File: src/core/dcd_pkg.sv
// Package: constants and types for the DRAM control and clock divider block
package dcd_pkg;
    // Timing figures
    localparam int DCD_MCLK_MHZ = 100;
    localparam int DCD_RAS_NS = 30;
    localparam int DCD_RAS_CYC = (DCD_RAS_NS * DCD_MCLK_MHZ + 999) / 1000;
    localparam int DCD_CAS_NS = 30;
    localparam int DCD_CAS_CYC = (DCD_CAS_NS * DCD_MCLK_MHZ + 999) / 1000;
    // Division ratios
    localparam int DCD_DIV_HALF = 2;
    localparam int DCD_DIV_CPU = 4;
    localparam int DCD_DIV_SLOW = 32;
    // Reset values of clock outputs (held high while powered off)
    localparam logic DCD_CLK_RST = 1'b1;
    // Idle levels of the synchronised pins, also the mask of the active-low ones
    localparam logic [13:0] DCD_PIN_IDLE = 14'h0f07;
    // Address split
    localparam int DCD_ROW_LSB = 0;
    localparam int DCD_COL_LSB = 8;
    localparam int DCD_ROM_BIT = 15;
    localparam int DCD_REF_BITS = 7;

    typedef enum logic [2:0] {
        DCD_IDLE,
        DCD_ROW,
        DCD_COL,
        DCD_HOLD,
        DCD_REFRESH
    } dcd_state_t;
endpackage : dcd_pkg

File: src/core/dcd_clk_if.sv
// Interface: clock-divider outputs and input edges shared between the modules
interface dcd_clk_if;
    logic master_edge;
    logic watch_edge;
    logic clk_half;
    logic clk_cpu;
    logic clk_slow;
    logic hold_high;
    modport div (input master_edge, input watch_edge, input hold_high,
                 output clk_half, output clk_cpu, output clk_slow);
    modport top (output master_edge, output watch_edge, output hold_high,
                 input clk_half, input clk_cpu, input clk_slow);
endinterface : dcd_clk_if

File: src/core/dcd_clk_div.sv
// Clock divider: half and quarter master rate, watch clock by 32
module dcd_clk_div
    import dcd_pkg::*;
#(
    parameter int SLOW_DIV = DCD_DIV_SLOW
) (
    input wire logic i_mclk,
    input wire logic i_rst_n,
    dcd_clk_if.div bus
);
    logic [1:0] mcnt;
    logic [1:0] next_mcnt;
    logic [$clog2(SLOW_DIV)-1:0] wcnt;
    logic [$clog2(SLOW_DIV)-1:0] next_wcnt;

    always_comb begin
        next_mcnt = mcnt;
        next_wcnt = wcnt;
        if (bus.hold_high) begin
            next_mcnt = '0;
            next_wcnt = '0;
        end else begin
            if (bus.master_edge) begin
                next_mcnt = mcnt + 2'h1;
            end
            if (bus.watch_edge) begin
                next_wcnt = wcnt + 1'b1;
            end
        end
    end

    always_ff @(posedge i_mclk) begin
        if (!i_rst_n) begin
            mcnt <= '0;
            wcnt <= '0;
        end else begin
            mcnt <= next_mcnt;
            wcnt <= next_wcnt;
        end
    end

    // Counters count from zero, so the MSB is low-active-first; invert to start high
    assign bus.clk_half = ~mcnt[0]; // [RQ1]
    assign bus.clk_cpu = ~mcnt[1]; // [RQ2]
    assign bus.clk_slow = ~wcnt[$clog2(SLOW_DIV)-1]; // [RQ3] [RQ4]
endmodule : dcd_clk_div

File: src/core/dcd_top.sv
// Top: DRAM control, boot ROM select, interrupt merge, reset and clock division
// Contract
// RQ1: Half-rate clock from master clock output
// RQ2: Processor clock is master clock over four
// RQ3: Slow clock is watch clock over 32
// RQ4: Watch clock input sources the slow clock
// RQ5: Bank select comes from port bit 0
// RQ6: Bank 0 and A15 low selects boot ROM
// RQ7: Power-off resets flops, holds listed outputs high
// RQ8: System reset asserted during power-off
// RQ9: System reset follows sub-processor reset input
// RQ10: Companion interrupt drives processor interrupt low
// RQ11: Standby: write enable from sub-processor
// RQ12: Standby: column strobe from sub-processor
// RQ13: Eight muxed address lines, row/column halves
// RQ14: Processor refresh issues DRAM refresh
// RQ15: Test input held low normally
// RQ16: Refresh address forwarded on low lines
// RQ17: Row strobe before column half and strobe
// RQ18: Memory read only with request and read
module dcd_top
    import dcd_pkg::*;
#(
    parameter int ADDR_W = 16,
    parameter int MUX_W = 8,
    parameter int SLOW_DIV = DCD_DIV_SLOW
) (
    // Clock and reset
    input wire logic i_mclk,
    input wire logic i_rst_n,
    // Clock pins
    input wire logic i_master_clk,
    input wire logic i_watch_crystal_in,
    output logic o_clk_half,
    output logic o_cpu_clock_out,
    output logic o_slow_clock_out,
    // Processor bus (active low strobes)
    input wire logic [ADDR_W-1:0] i_addr,
    input wire logic i_mreq_n,
    input wire logic i_rd_n,
    input wire logic i_wr_n,
    input wire logic i_m1_n,
    input wire logic i_halt_n,
    input wire logic i_cpu_refresh_in_n,
    input wire logic i_bank_sel,
    input wire logic i_option_ram_select_n,
    // Sub-processor and system
    input wire logic i_power_off,
    input wire logic i_sub_reset,
    input wire logic i_standby_write_ctl,
    input wire logic i_standby_col_strobe_ctl,
    input wire logic i_companion_int_n,
    input wire logic i_test,
    // DRAM side
    output logic [MUX_W-1:0] o_dram_mux_addr,
    output logic o_dram_row_strobe_n,
    output logic o_dram_col_strobe_n,
    output logic o_dram_write_enable_n,
    output logic o_dram_refresh_out_n,
    output logic o_memory_read_strobe_n,
    output logic o_boot_rom_select_n,
    output logic o_cpu_int_n,
    output logic o_system_reset_out_n
);
    // Three-stage synchronisers for all pin inputs except the unused i_m1_n and i_test
    localparam int SW = 14;
    logic [SW-1:0] pin_raw, s1, s2, s3, pin, next_pin;
    logic [ADDR_W-1:0] a1, a2, a3, addr, next_addr;

    assign pin_raw = {i_master_clk, i_watch_crystal_in, i_mreq_n, i_rd_n, i_wr_n,
                      i_cpu_refresh_in_n, i_bank_sel, i_power_off, i_sub_reset,
                      i_standby_write_ctl, i_standby_col_strobe_ctl, i_companion_int_n,
                      i_halt_n, i_option_ram_select_n};

    always_ff @(posedge i_mclk) begin
        if (!i_rst_n) begin
            s1 <= DCD_PIN_IDLE; // Idle levels, so no false request follows reset
            s2 <= DCD_PIN_IDLE;
            s3 <= DCD_PIN_IDLE;
            pin <= DCD_PIN_IDLE;
            a1 <= '0;
            a2 <= '0;
            a3 <= '0;
            addr <= '0;
        end else begin
            s1 <= pin_raw;
            s2 <= s1;
            s3 <= s2;
            // A change counts once the second and third stages agree
            pin <= next_pin;
            a1 <= i_addr;
            a2 <= a1;
            a3 <= a2;
            addr <= next_addr;
        end
    end

    genvar g;
    generate
        for (g = 0; g < SW; g++) begin : g_pin
            assign next_pin[g] = (s2[g] == s3[g]) ? s3[g] : pin[g];
        end
        for (g = 0; g < ADDR_W; g++) begin : g_adr
            assign next_addr[g] = (a2[g] == a3[g]) ? a3[g] : addr[g];
        end
    endgenerate

    logic master_q, watch_q, mreq, rd, wr, rfsh, bank1, off;
    logic sub_rst, sb_we, sb_cas, cint, standby, opt_sel;
    // Active-low pins are inverted by the same mask that gives their idle levels
    assign {master_q, watch_q, mreq, rd, wr, rfsh, bank1, off, sub_rst, sb_we, sb_cas, cint,
            standby, opt_sel} = pin ^ DCD_PIN_IDLE;

    // Edge detection on the filtered clock pins
    logic master_prev, watch_prev;
    dcd_clk_if cif ();
    assign cif.master_edge = master_q & ~master_prev;
    assign cif.watch_edge = watch_q & ~watch_prev;
    assign cif.hold_high = off; // [RQ7]

    dcd_clk_div #(.SLOW_DIV(SLOW_DIV)) u_div (
        .i_mclk(i_mclk),
        .i_rst_n(i_rst_n),
        .bus(cif)
    );

    // Access sequencer; test input is assumed low and otherwise unused [RQ15]
    dcd_state_t state, next_state;
    logic [1:0] cnt, next_cnt;
    logic rom_hit, ram_req;
    // Bank level comes straight from the port bit written by the processor [RQ5]
    assign rom_hit = ~bank1 & ~addr[DCD_ROM_BIT]; // [RQ6]
    assign ram_req = mreq & (rd | wr) & ~rom_hit & ~opt_sel;

    always_comb begin
        next_state = state;
        next_cnt = cnt;
        case (state)
            DCD_IDLE: begin
                next_cnt = '0;
                if (mreq & rfsh) begin
                    next_state = DCD_REFRESH; // [RQ14]
                end else if (ram_req) begin
                    next_state = DCD_ROW; // [RQ17]
                end
            end
            DCD_ROW: begin
                next_cnt = cnt + 2'h1;
                if (32'(cnt) + 1 >= DCD_RAS_CYC) begin
                    next_state = DCD_COL;
                    next_cnt = '0;
                end
            end
            DCD_COL: begin
                next_cnt = cnt + 2'h1;
                if (32'(cnt) + 1 >= DCD_CAS_CYC) begin
                    next_state = DCD_HOLD;
                end
            end
            DCD_HOLD: begin
                if (!mreq) begin
                    next_state = DCD_IDLE;
                end
            end
            DCD_REFRESH: begin
                if (!(mreq & rfsh)) begin
                    next_state = DCD_IDLE;
                end
            end
            default: begin
                next_state = DCD_IDLE;
            end
        endcase
        if (off) begin
            next_state = DCD_IDLE;
            next_cnt = '0;
        end
    end

    // Registered outputs
    logic [MUX_W-1:0] next_mux;
    logic next_ras_n, next_cas_n, next_we_n, next_ref_n, next_mr_n, next_rom_n, next_int_n, next_rst_n;

    always_comb begin
        next_mux = addr[DCD_ROW_LSB +: MUX_W]; // [RQ13]
        if (state == DCD_COL || state == DCD_HOLD) begin
            next_mux = addr[DCD_COL_LSB +: MUX_W]; // [RQ13]
        end
        if (state == DCD_REFRESH) begin
            // Refresh row count sits on the low seven lines only [RQ16]
            next_mux = {{(MUX_W - DCD_REF_BITS){1'b0}}, addr[DCD_REF_BITS-1:0]};
        end
        next_ras_n = ~(state == DCD_ROW || state == DCD_COL || state == DCD_HOLD
                       || state == DCD_REFRESH); // [RQ17]
        next_cas_n = ~(state == DCD_COL || state == DCD_HOLD);
        next_we_n = ~(wr & (state == DCD_COL || state == DCD_HOLD));
        if (standby) begin
            next_we_n = ~sb_we; // [RQ11]
            next_cas_n = ~sb_cas; // [RQ12]
        end
        next_ref_n = ~(state == DCD_REFRESH); // [RQ14]
        next_mr_n = ~(mreq & rd); // [RQ18]
        next_rom_n = ~(mreq & rom_hit); // [RQ6]
        next_int_n = ~cint; // [RQ10]
        next_rst_n = ~(sub_rst | off); // [RQ8] [RQ9]
        if (off) begin
            // Power-off parks the DRAM side inactive, listed outputs high [RQ7]
            next_mux = '0;
            next_ras_n = 1'b1;
            next_cas_n = 1'b1;
            next_we_n = 1'b1;
            next_ref_n = 1'b1;
            next_mr_n = 1'b1;
            next_rom_n = 1'b1;
            next_int_n = 1'b1;
        end
    end

    always_ff @(posedge i_mclk) begin
        if (!i_rst_n) begin
            state <= DCD_IDLE;
            cnt <= '0;
            master_prev <= 1'b0;
            watch_prev <= 1'b0;
            o_dram_mux_addr <= '0;
            o_dram_row_strobe_n <= 1'b1;
            o_dram_col_strobe_n <= 1'b1;
            o_dram_write_enable_n <= 1'b1;
            o_dram_refresh_out_n <= 1'b1;
            o_memory_read_strobe_n <= 1'b1;
            o_boot_rom_select_n <= 1'b1;
            o_cpu_int_n <= 1'b1;
            o_system_reset_out_n <= 1'b0;
            o_clk_half <= DCD_CLK_RST;
            o_cpu_clock_out <= DCD_CLK_RST;
            o_slow_clock_out <= DCD_CLK_RST;
        end else begin
            state <= next_state;
            cnt <= next_cnt;
            master_prev <= master_q;
            watch_prev <= watch_q;
            o_dram_mux_addr <= next_mux;
            o_dram_row_strobe_n <= next_ras_n;
            o_dram_col_strobe_n <= next_cas_n;
            o_dram_write_enable_n <= next_we_n;
            o_dram_refresh_out_n <= next_ref_n;
            o_memory_read_strobe_n <= next_mr_n;
            o_boot_rom_select_n <= next_rom_n;
            o_cpu_int_n <= next_int_n;
            o_system_reset_out_n <= next_rst_n;
            o_clk_half <= cif.clk_half; // [RQ1]
            o_cpu_clock_out <= cif.clk_cpu; // [RQ2]
            o_slow_clock_out <= cif.clk_slow; // [RQ3]
        end
    end

    logic [1:0] off_age;
    always_ff @(posedge i_mclk) begin
        if (!i_rst_n || !off) begin
            off_age <= '0;
        end else if (off_age != 2'h3) begin
            off_age <= off_age + 2'h1;
        end
    end
endmodule : dcd_top

File: config.mk
export PLATFORM = sky130hd
export DESIGN_NAME = dcd_top
export DESIGN_NICKNAME = d
export VERILOG_FILES = /design/src/core/dcd_pkg.sv /design/src/core/dcd_clk_if.sv /design/src/core/dcd_clk_div.sv /design/src/core/dcd_top.sv
export SDC_FILE = /design/constraint.sdc
export NUM_CORES = 1
export LEC_CHECK = 0
export ABC_AREA = 1
export BUFFER_PORTS_ARGS = -buffer_cell sky130_fd_sc_hd__buf_2
export CAP_MARGIN = 20
export CORE_MARGIN = 3
export CORE_UTILIZATION = 54
export CTS_BUF_LIST = sky130_fd_sc_hd__clkbuf_2 sky130_fd_sc_hd__clkbuf_4 sky130_fd_sc_hd__clkbuf_8
export DETAILED_ROUTE_END_ITERATION = 10
export PLACE_DENSITY = 0.85
export SKIP_LAST_GASP = 1
export SLEW_MARGIN = 20
export SYNTH_ARGS = -nofsm -noshare
export SYNTH_HDL_FRONTEND = slang
export SYNTH_HIERARCHICAL = 1
export SYNTH_SLANG_ARGS = --single-unit
export TNS_END_PERCENT = 30
File: constraint.sdc
create_clock -name i_mclk -period 1.1 [get_ports i_mclk]
set_input_delay 0.22 -clock i_mclk [delete_from_list [all_inputs] [get_ports i_mclk]]
set_output_delay 0.22 -clock i_mclk [all_outputs]
set_load 0.01 [all_outputs]
# Yosys cells after proc, flatten, opt, wreduce, memory -nomap -nowiden
# Index checks and enable logic that the tools add are counted.
# totals
register_bits,153
inputBits,34
output_inout_bits,19
elab_cells,154
# op_classes
add_sub_neg,4
magnitude_cmp,1
eq_ne,39
muxes,13
bitwise,33
reduce_logical,9
# ops
op,count
1-bit == test,30
1-bit NOT,20
3-bit 2-to-1 mux,6
3-bit case mux with 5 select lines,1
1-bit bitwise AND,10
8-bit 2-to-1 mux,1
"2-bit inequality test, second input constant",4
7-bit 2-to-1 mux,1
7-bit NOT,1
"3-bit by 2-bit == test with 1-bit output, second input constant",2
2-bit case mux with 3 select lines,1
"5-bit by 1-bit adder with 5-bit output, second input constant",1
5-bit AND reduction,1
"2-bit by 1-bit adder with 2-bit output, second input constant",2
1-bit logical OR,4
"2-bit by 1-bit adder with 3-bit output, second input constant",1
"3-bit by 1-bit == test with 1-bit output, second input constant",1
"3-bit == test, second input constant",1
"3-bit by 2-bit greater-or-equal comparator with 1-bit output, second input constant",1
3-bit zero test,1
"3-bit inequality test, second input constant",1
3-bit nonzero test,1
3-bit OR reduction,1
1-bit 2-to-1 mux,2
other kinds (3),4

# Depth between registers and ports, before layout
# logic_depth
ltp_word,8
depth_mapped,9
depth_no_buf,9

# By module
# The synthesis kept the hierarchy.
# modules_own_cells
module,instances,cells_each,area_each_um2,seq_area_each_um2
dcd_top,1,518,4600.7,2922.8
dcd_clk_div,1,40,297.8,140.1

# Worst setup path after synthesis
# Ideal clock, no wire load.
# synth_timing
path_type,flip-flop to flip-flop
startpoint,reg cnt[0]
endpoint,reg state[0]
setup_time_ns,0.114
arrival_time_ns,0.991
t_required_ns,0.986
path_slack_ns,-0.005
path_stages_with_launch,9
path_buffers,0
period_less_slack_ns,1.105
cell_sequence,dfxtp_1 inv_1 ha_1 nor2_1 nand2_2 nand3_2 nand2_1 nand2_1 nor2_2
# synth_via
elab_chain_cells,4
word_cells_on_any_way,5
classes_between,add/sub (1); order compare (1); eq/ne (2); reduce/logical (1)
# synth_rtl
item,line_no,source
start: declaration,dcd_top.sv:129,"logic [1:0] cnt, next_cnt;"
start signal: assignment,dcd_top.sv:239,cnt <= next_cnt;
2-bit by 1-bit adder with 3-bit output *,"dcd_top.sv:149, dcd_top.sv:156",
3-bit by 2-bit greater-or-equal comparator with 1-bit output *,"dcd_top.sv:149, dcd_top.sv:156",
2-bit inequality test (no line),-,
5-bit AND reduction (no line) *,-,
end signal: assignment,dcd_top.sv:238,state <= next_state;
end: declaration,dcd_top.sv:128,"dcd_state_t state, next_state;"
# Every way passes the cells marked *; elsewhere a longest branch is shown, timed or not.
# A chain may end at the register's enable or synchronous reset.

# Worst setup path after layout
# layout_timing
startpoint,reg state[0]
endpoint,reg state[0]
# layout_via
elab_chain_cells,3
word_cells_on_any_way,12
classes_between,eq/ne (9); mux (1); reduce/logical (2)
# layout_rtl
item,line_no,source
3-bit by 1-bit == test with 1-bit output (tied with other cells),dcd_top.sv:138,case (state)
2-bit inequality test (no line) or 3-bit inequality test (tied branches),-,
5-bit AND reduction (no line),-,
# Several ways; a longest one is shown, not always the timed one.

==> results.cfg <==
[yosys]
syn-cell-area_um2 = 4898
synth_edf_count = 0
synth_seq_cells = 153
yosysTopAreaCell = dfxtp_1
synth_cells = 558
synth_compound_area_frac = 0.09170
synth_adder_area_share = 0.01277
syn_avg_cell_area_um2 = 8.779
synthXorXnorAreaFrac = 0
synth_top_family_by_area = simple AND/OR/NAND/NOR gates
synthMuxAreaShare = 0
synth_seq_area_share = 0.6253
yosysMostFrequentCell = dfxtp_1
synthArstFlopShare = 0
synthFlopType = dfxtp_1
synth_warnings = 6
synthTopCellsByCount = 153 x dfxtp_1, 107 x nand2_1, 92 x inv_1
synthDistinctLibCells = 26
synth_area_leaders = dfxtp_1 63%, nand2_1 8.2%, inv_1 7.0%
synth_top_area_frac = 0.6253
yosys.area_share.simple = 0.1814
synth_nets = 597

[sta]
worst_slack_ps = -86.06
relSlewSlack = 0.8411
fin_worst_skew_ps = 13.13
setup_viol = 4
layout_min_cycle_time_ps = 1186
worstMarginPinSlew_ps = 235.9
period_share = 1.078
hold_viol = 0
max_freq_mhz = 843.1
rsz0062_at_grt = true
slew_viol_final = 0

[clock_network]
cts_made_buffers = 17
htree_levels = 4
cts_tree = done
clk_pin_slew_ps = 80
cts.sinks = 153
clk_path_buf_depth = 2
cts_root_buffer = clkbuf_8
clk_latency_ps = 420

[cells_and_area]
finish.utilization = 0.7076
area_growth_syn_to_layout_pct = 26.59
layout-drive-gt1-share = 0.2325
nNetsFinal = 698
diodes = 0

[pwr]
p_total_mw = 11.81
leakage_nw = 3.063
power.density_nw_per_um2 = 1904
ir_worst_vdd_uv = 927.9

[place]
hpwl_um = 5491
place_congestion = 0.8146
portBuffers = 50

[worst_setup_path]
cp_max_fo = 5
required_ps = 1420
r2r_slack_ps = -90
cp.arrival_ps = 1510
end_kind = flop
critPathKind = flop to flop
cp-start-kind = flop

[detailed_routing]
antenna_left = 0
wl_per_cell_um = 12.20
wirelength_um = 9500
firstDrtPassIters = 5
via_per_inst = 4.802
vias = 3741
route.detailed.drc = 0
drt-initial-drc-count = 155

[floorplanning]
ios = 53
row_count = 34
core_area_um2 = 8763
die-area_um2 = 10250
die_y_um = 101.2
die_w_um = 101.2
start_util = 0.5590

[status]
violations = negative setup slack
outcome = finished, violations left

[global_route]
grt_usage = 0.1868
antenna_found_initial = 0
grt_pass1_vias = 3607
gr-total-overflow = 0
grt_max_degree = 52
grt_pass1_wl_um = 15230

[hold_path]
min-delay-path-class = input pin to flop

[flow_run]
drv_cap = 0
-- sequential cells by signal, indices dropped and copies added, names as in the netlist, 2 cells and up --
signal	flops
s3	14
s2	14
u_div/mcnt	2
a1	16
cnt	2
a3	16
o_dram_mux_addr	8
state	3
u_div/wcnt	5
pin	14
a2	16
addr	16
s1	14
-- cell type report --
class / count / area [um^2]
clock buffers: 20 / 269.0
clock inverters: 11 / 171.4
fillers: 580 / 2562
inverters: 96 / 360.3
multi-input cells: 294 / 1461
flip-flops and latches: 153 / 3084
well taps: 108 / 135.1
repair buffers: 97 / 719.4
-- logic make-up (layout without fill, tap and decap cells) --
kind of cell,Yosys count,in the layout
AND/OR/NAND/NOR,202,202
buffers and inverters,111,224
flip-flops,153,153
AO/OA/AOI/OAI,87,87
adder cells (fa/ha/maj),5,5
-- cell usage in the layout, fill, tap and decap left out, drive strengths merged --
cell type    instances
dfxtp              153
nand2              110
inv                 96
buf                 67
nor2                57
a21oi               42
o21ai               39
dlygate4sd3         30
or2                 26
clkbuf              20
nand3                7
ha                   5
clkinv               5
bufinv               4
o21bai               2
clkinvlp             2
nor3                 1
o211ai               1
o2111ai              1
nand4                1
a31oi                1
o22ai                1
-- stage by stage --
stage / instances / setup TNS, ps / instance area (um^2) / setup WS (ps) / hold slack [ps]
2_1_floorplan: 558 / 0 / 4900 / 31.27 / 317.6
3_3_place_gp: 716 / -28.12 / 5348 / -8.431 / 392.4
4_1_cts: 778 / -181.7 / 6143 / -41.12 / 236.0
5_1_grt: 779 / -782.0 / 6201 / -131.6 / 266.4
3_5_place_dp: 716 / -496.0 / 5348 / -95.01 / 398.3
6_report: 779 / -195.3 / 6201 / -86.06 / 254.4
-- critical path, cell delays in order (launching register included) --
cell and delay, ps:
dfxtp_4 370, nor2_4 160, nand2_2 90, nor2_2 130, nand2_2 90, nand3_4 80, nand2_1 70, nand2_1 70
nor2_2 30
-- metal layers --
layer | track usage | vias to the layer above | share of wire
met5 | 0 | - | 0
met3 | 0.04477 | 14 | 0.040
met4 | 0.07873 | 0 | 0.017
met1 | 0.2018 | 1749 | 0.42
met2 | 0.3461 | 83 | 0.53
li1 | - | 1895 | -
-- worst paths after layout --
| check | start | endpoint | cells after the start |
|---|---|---|---|
| worst max-delay path | state[0] | state[0] | 8 |
| worst min-delay path | i_rst_n | u_div/wcnt[3] | 5 |
| worst max register to register | state[0] | state[0] | 8 |
| worst min register to register | a1[4] | a2[4] | 2 |
-- report_power, final --
part / switching (mW) / leakage, nW / internal (mW)
clock network: 1.95 / 0.218 / 2.61
logic: 0.748 / 1.59 / 0.602
registers: 0.131 / 1.26 / 5.77
-- what timing repair did --
action | CTS | global route
gates resized for setup | 20 | 17
endpoints found under the hold margin | 30 | 0
pin swaps | 6 | 6
hold buffers | 30 | 0
endpoints found under the setup margin | 20 | 31
setup buffers | 1 | 1
Note: power is estimated with default switching activity, not from simulation.
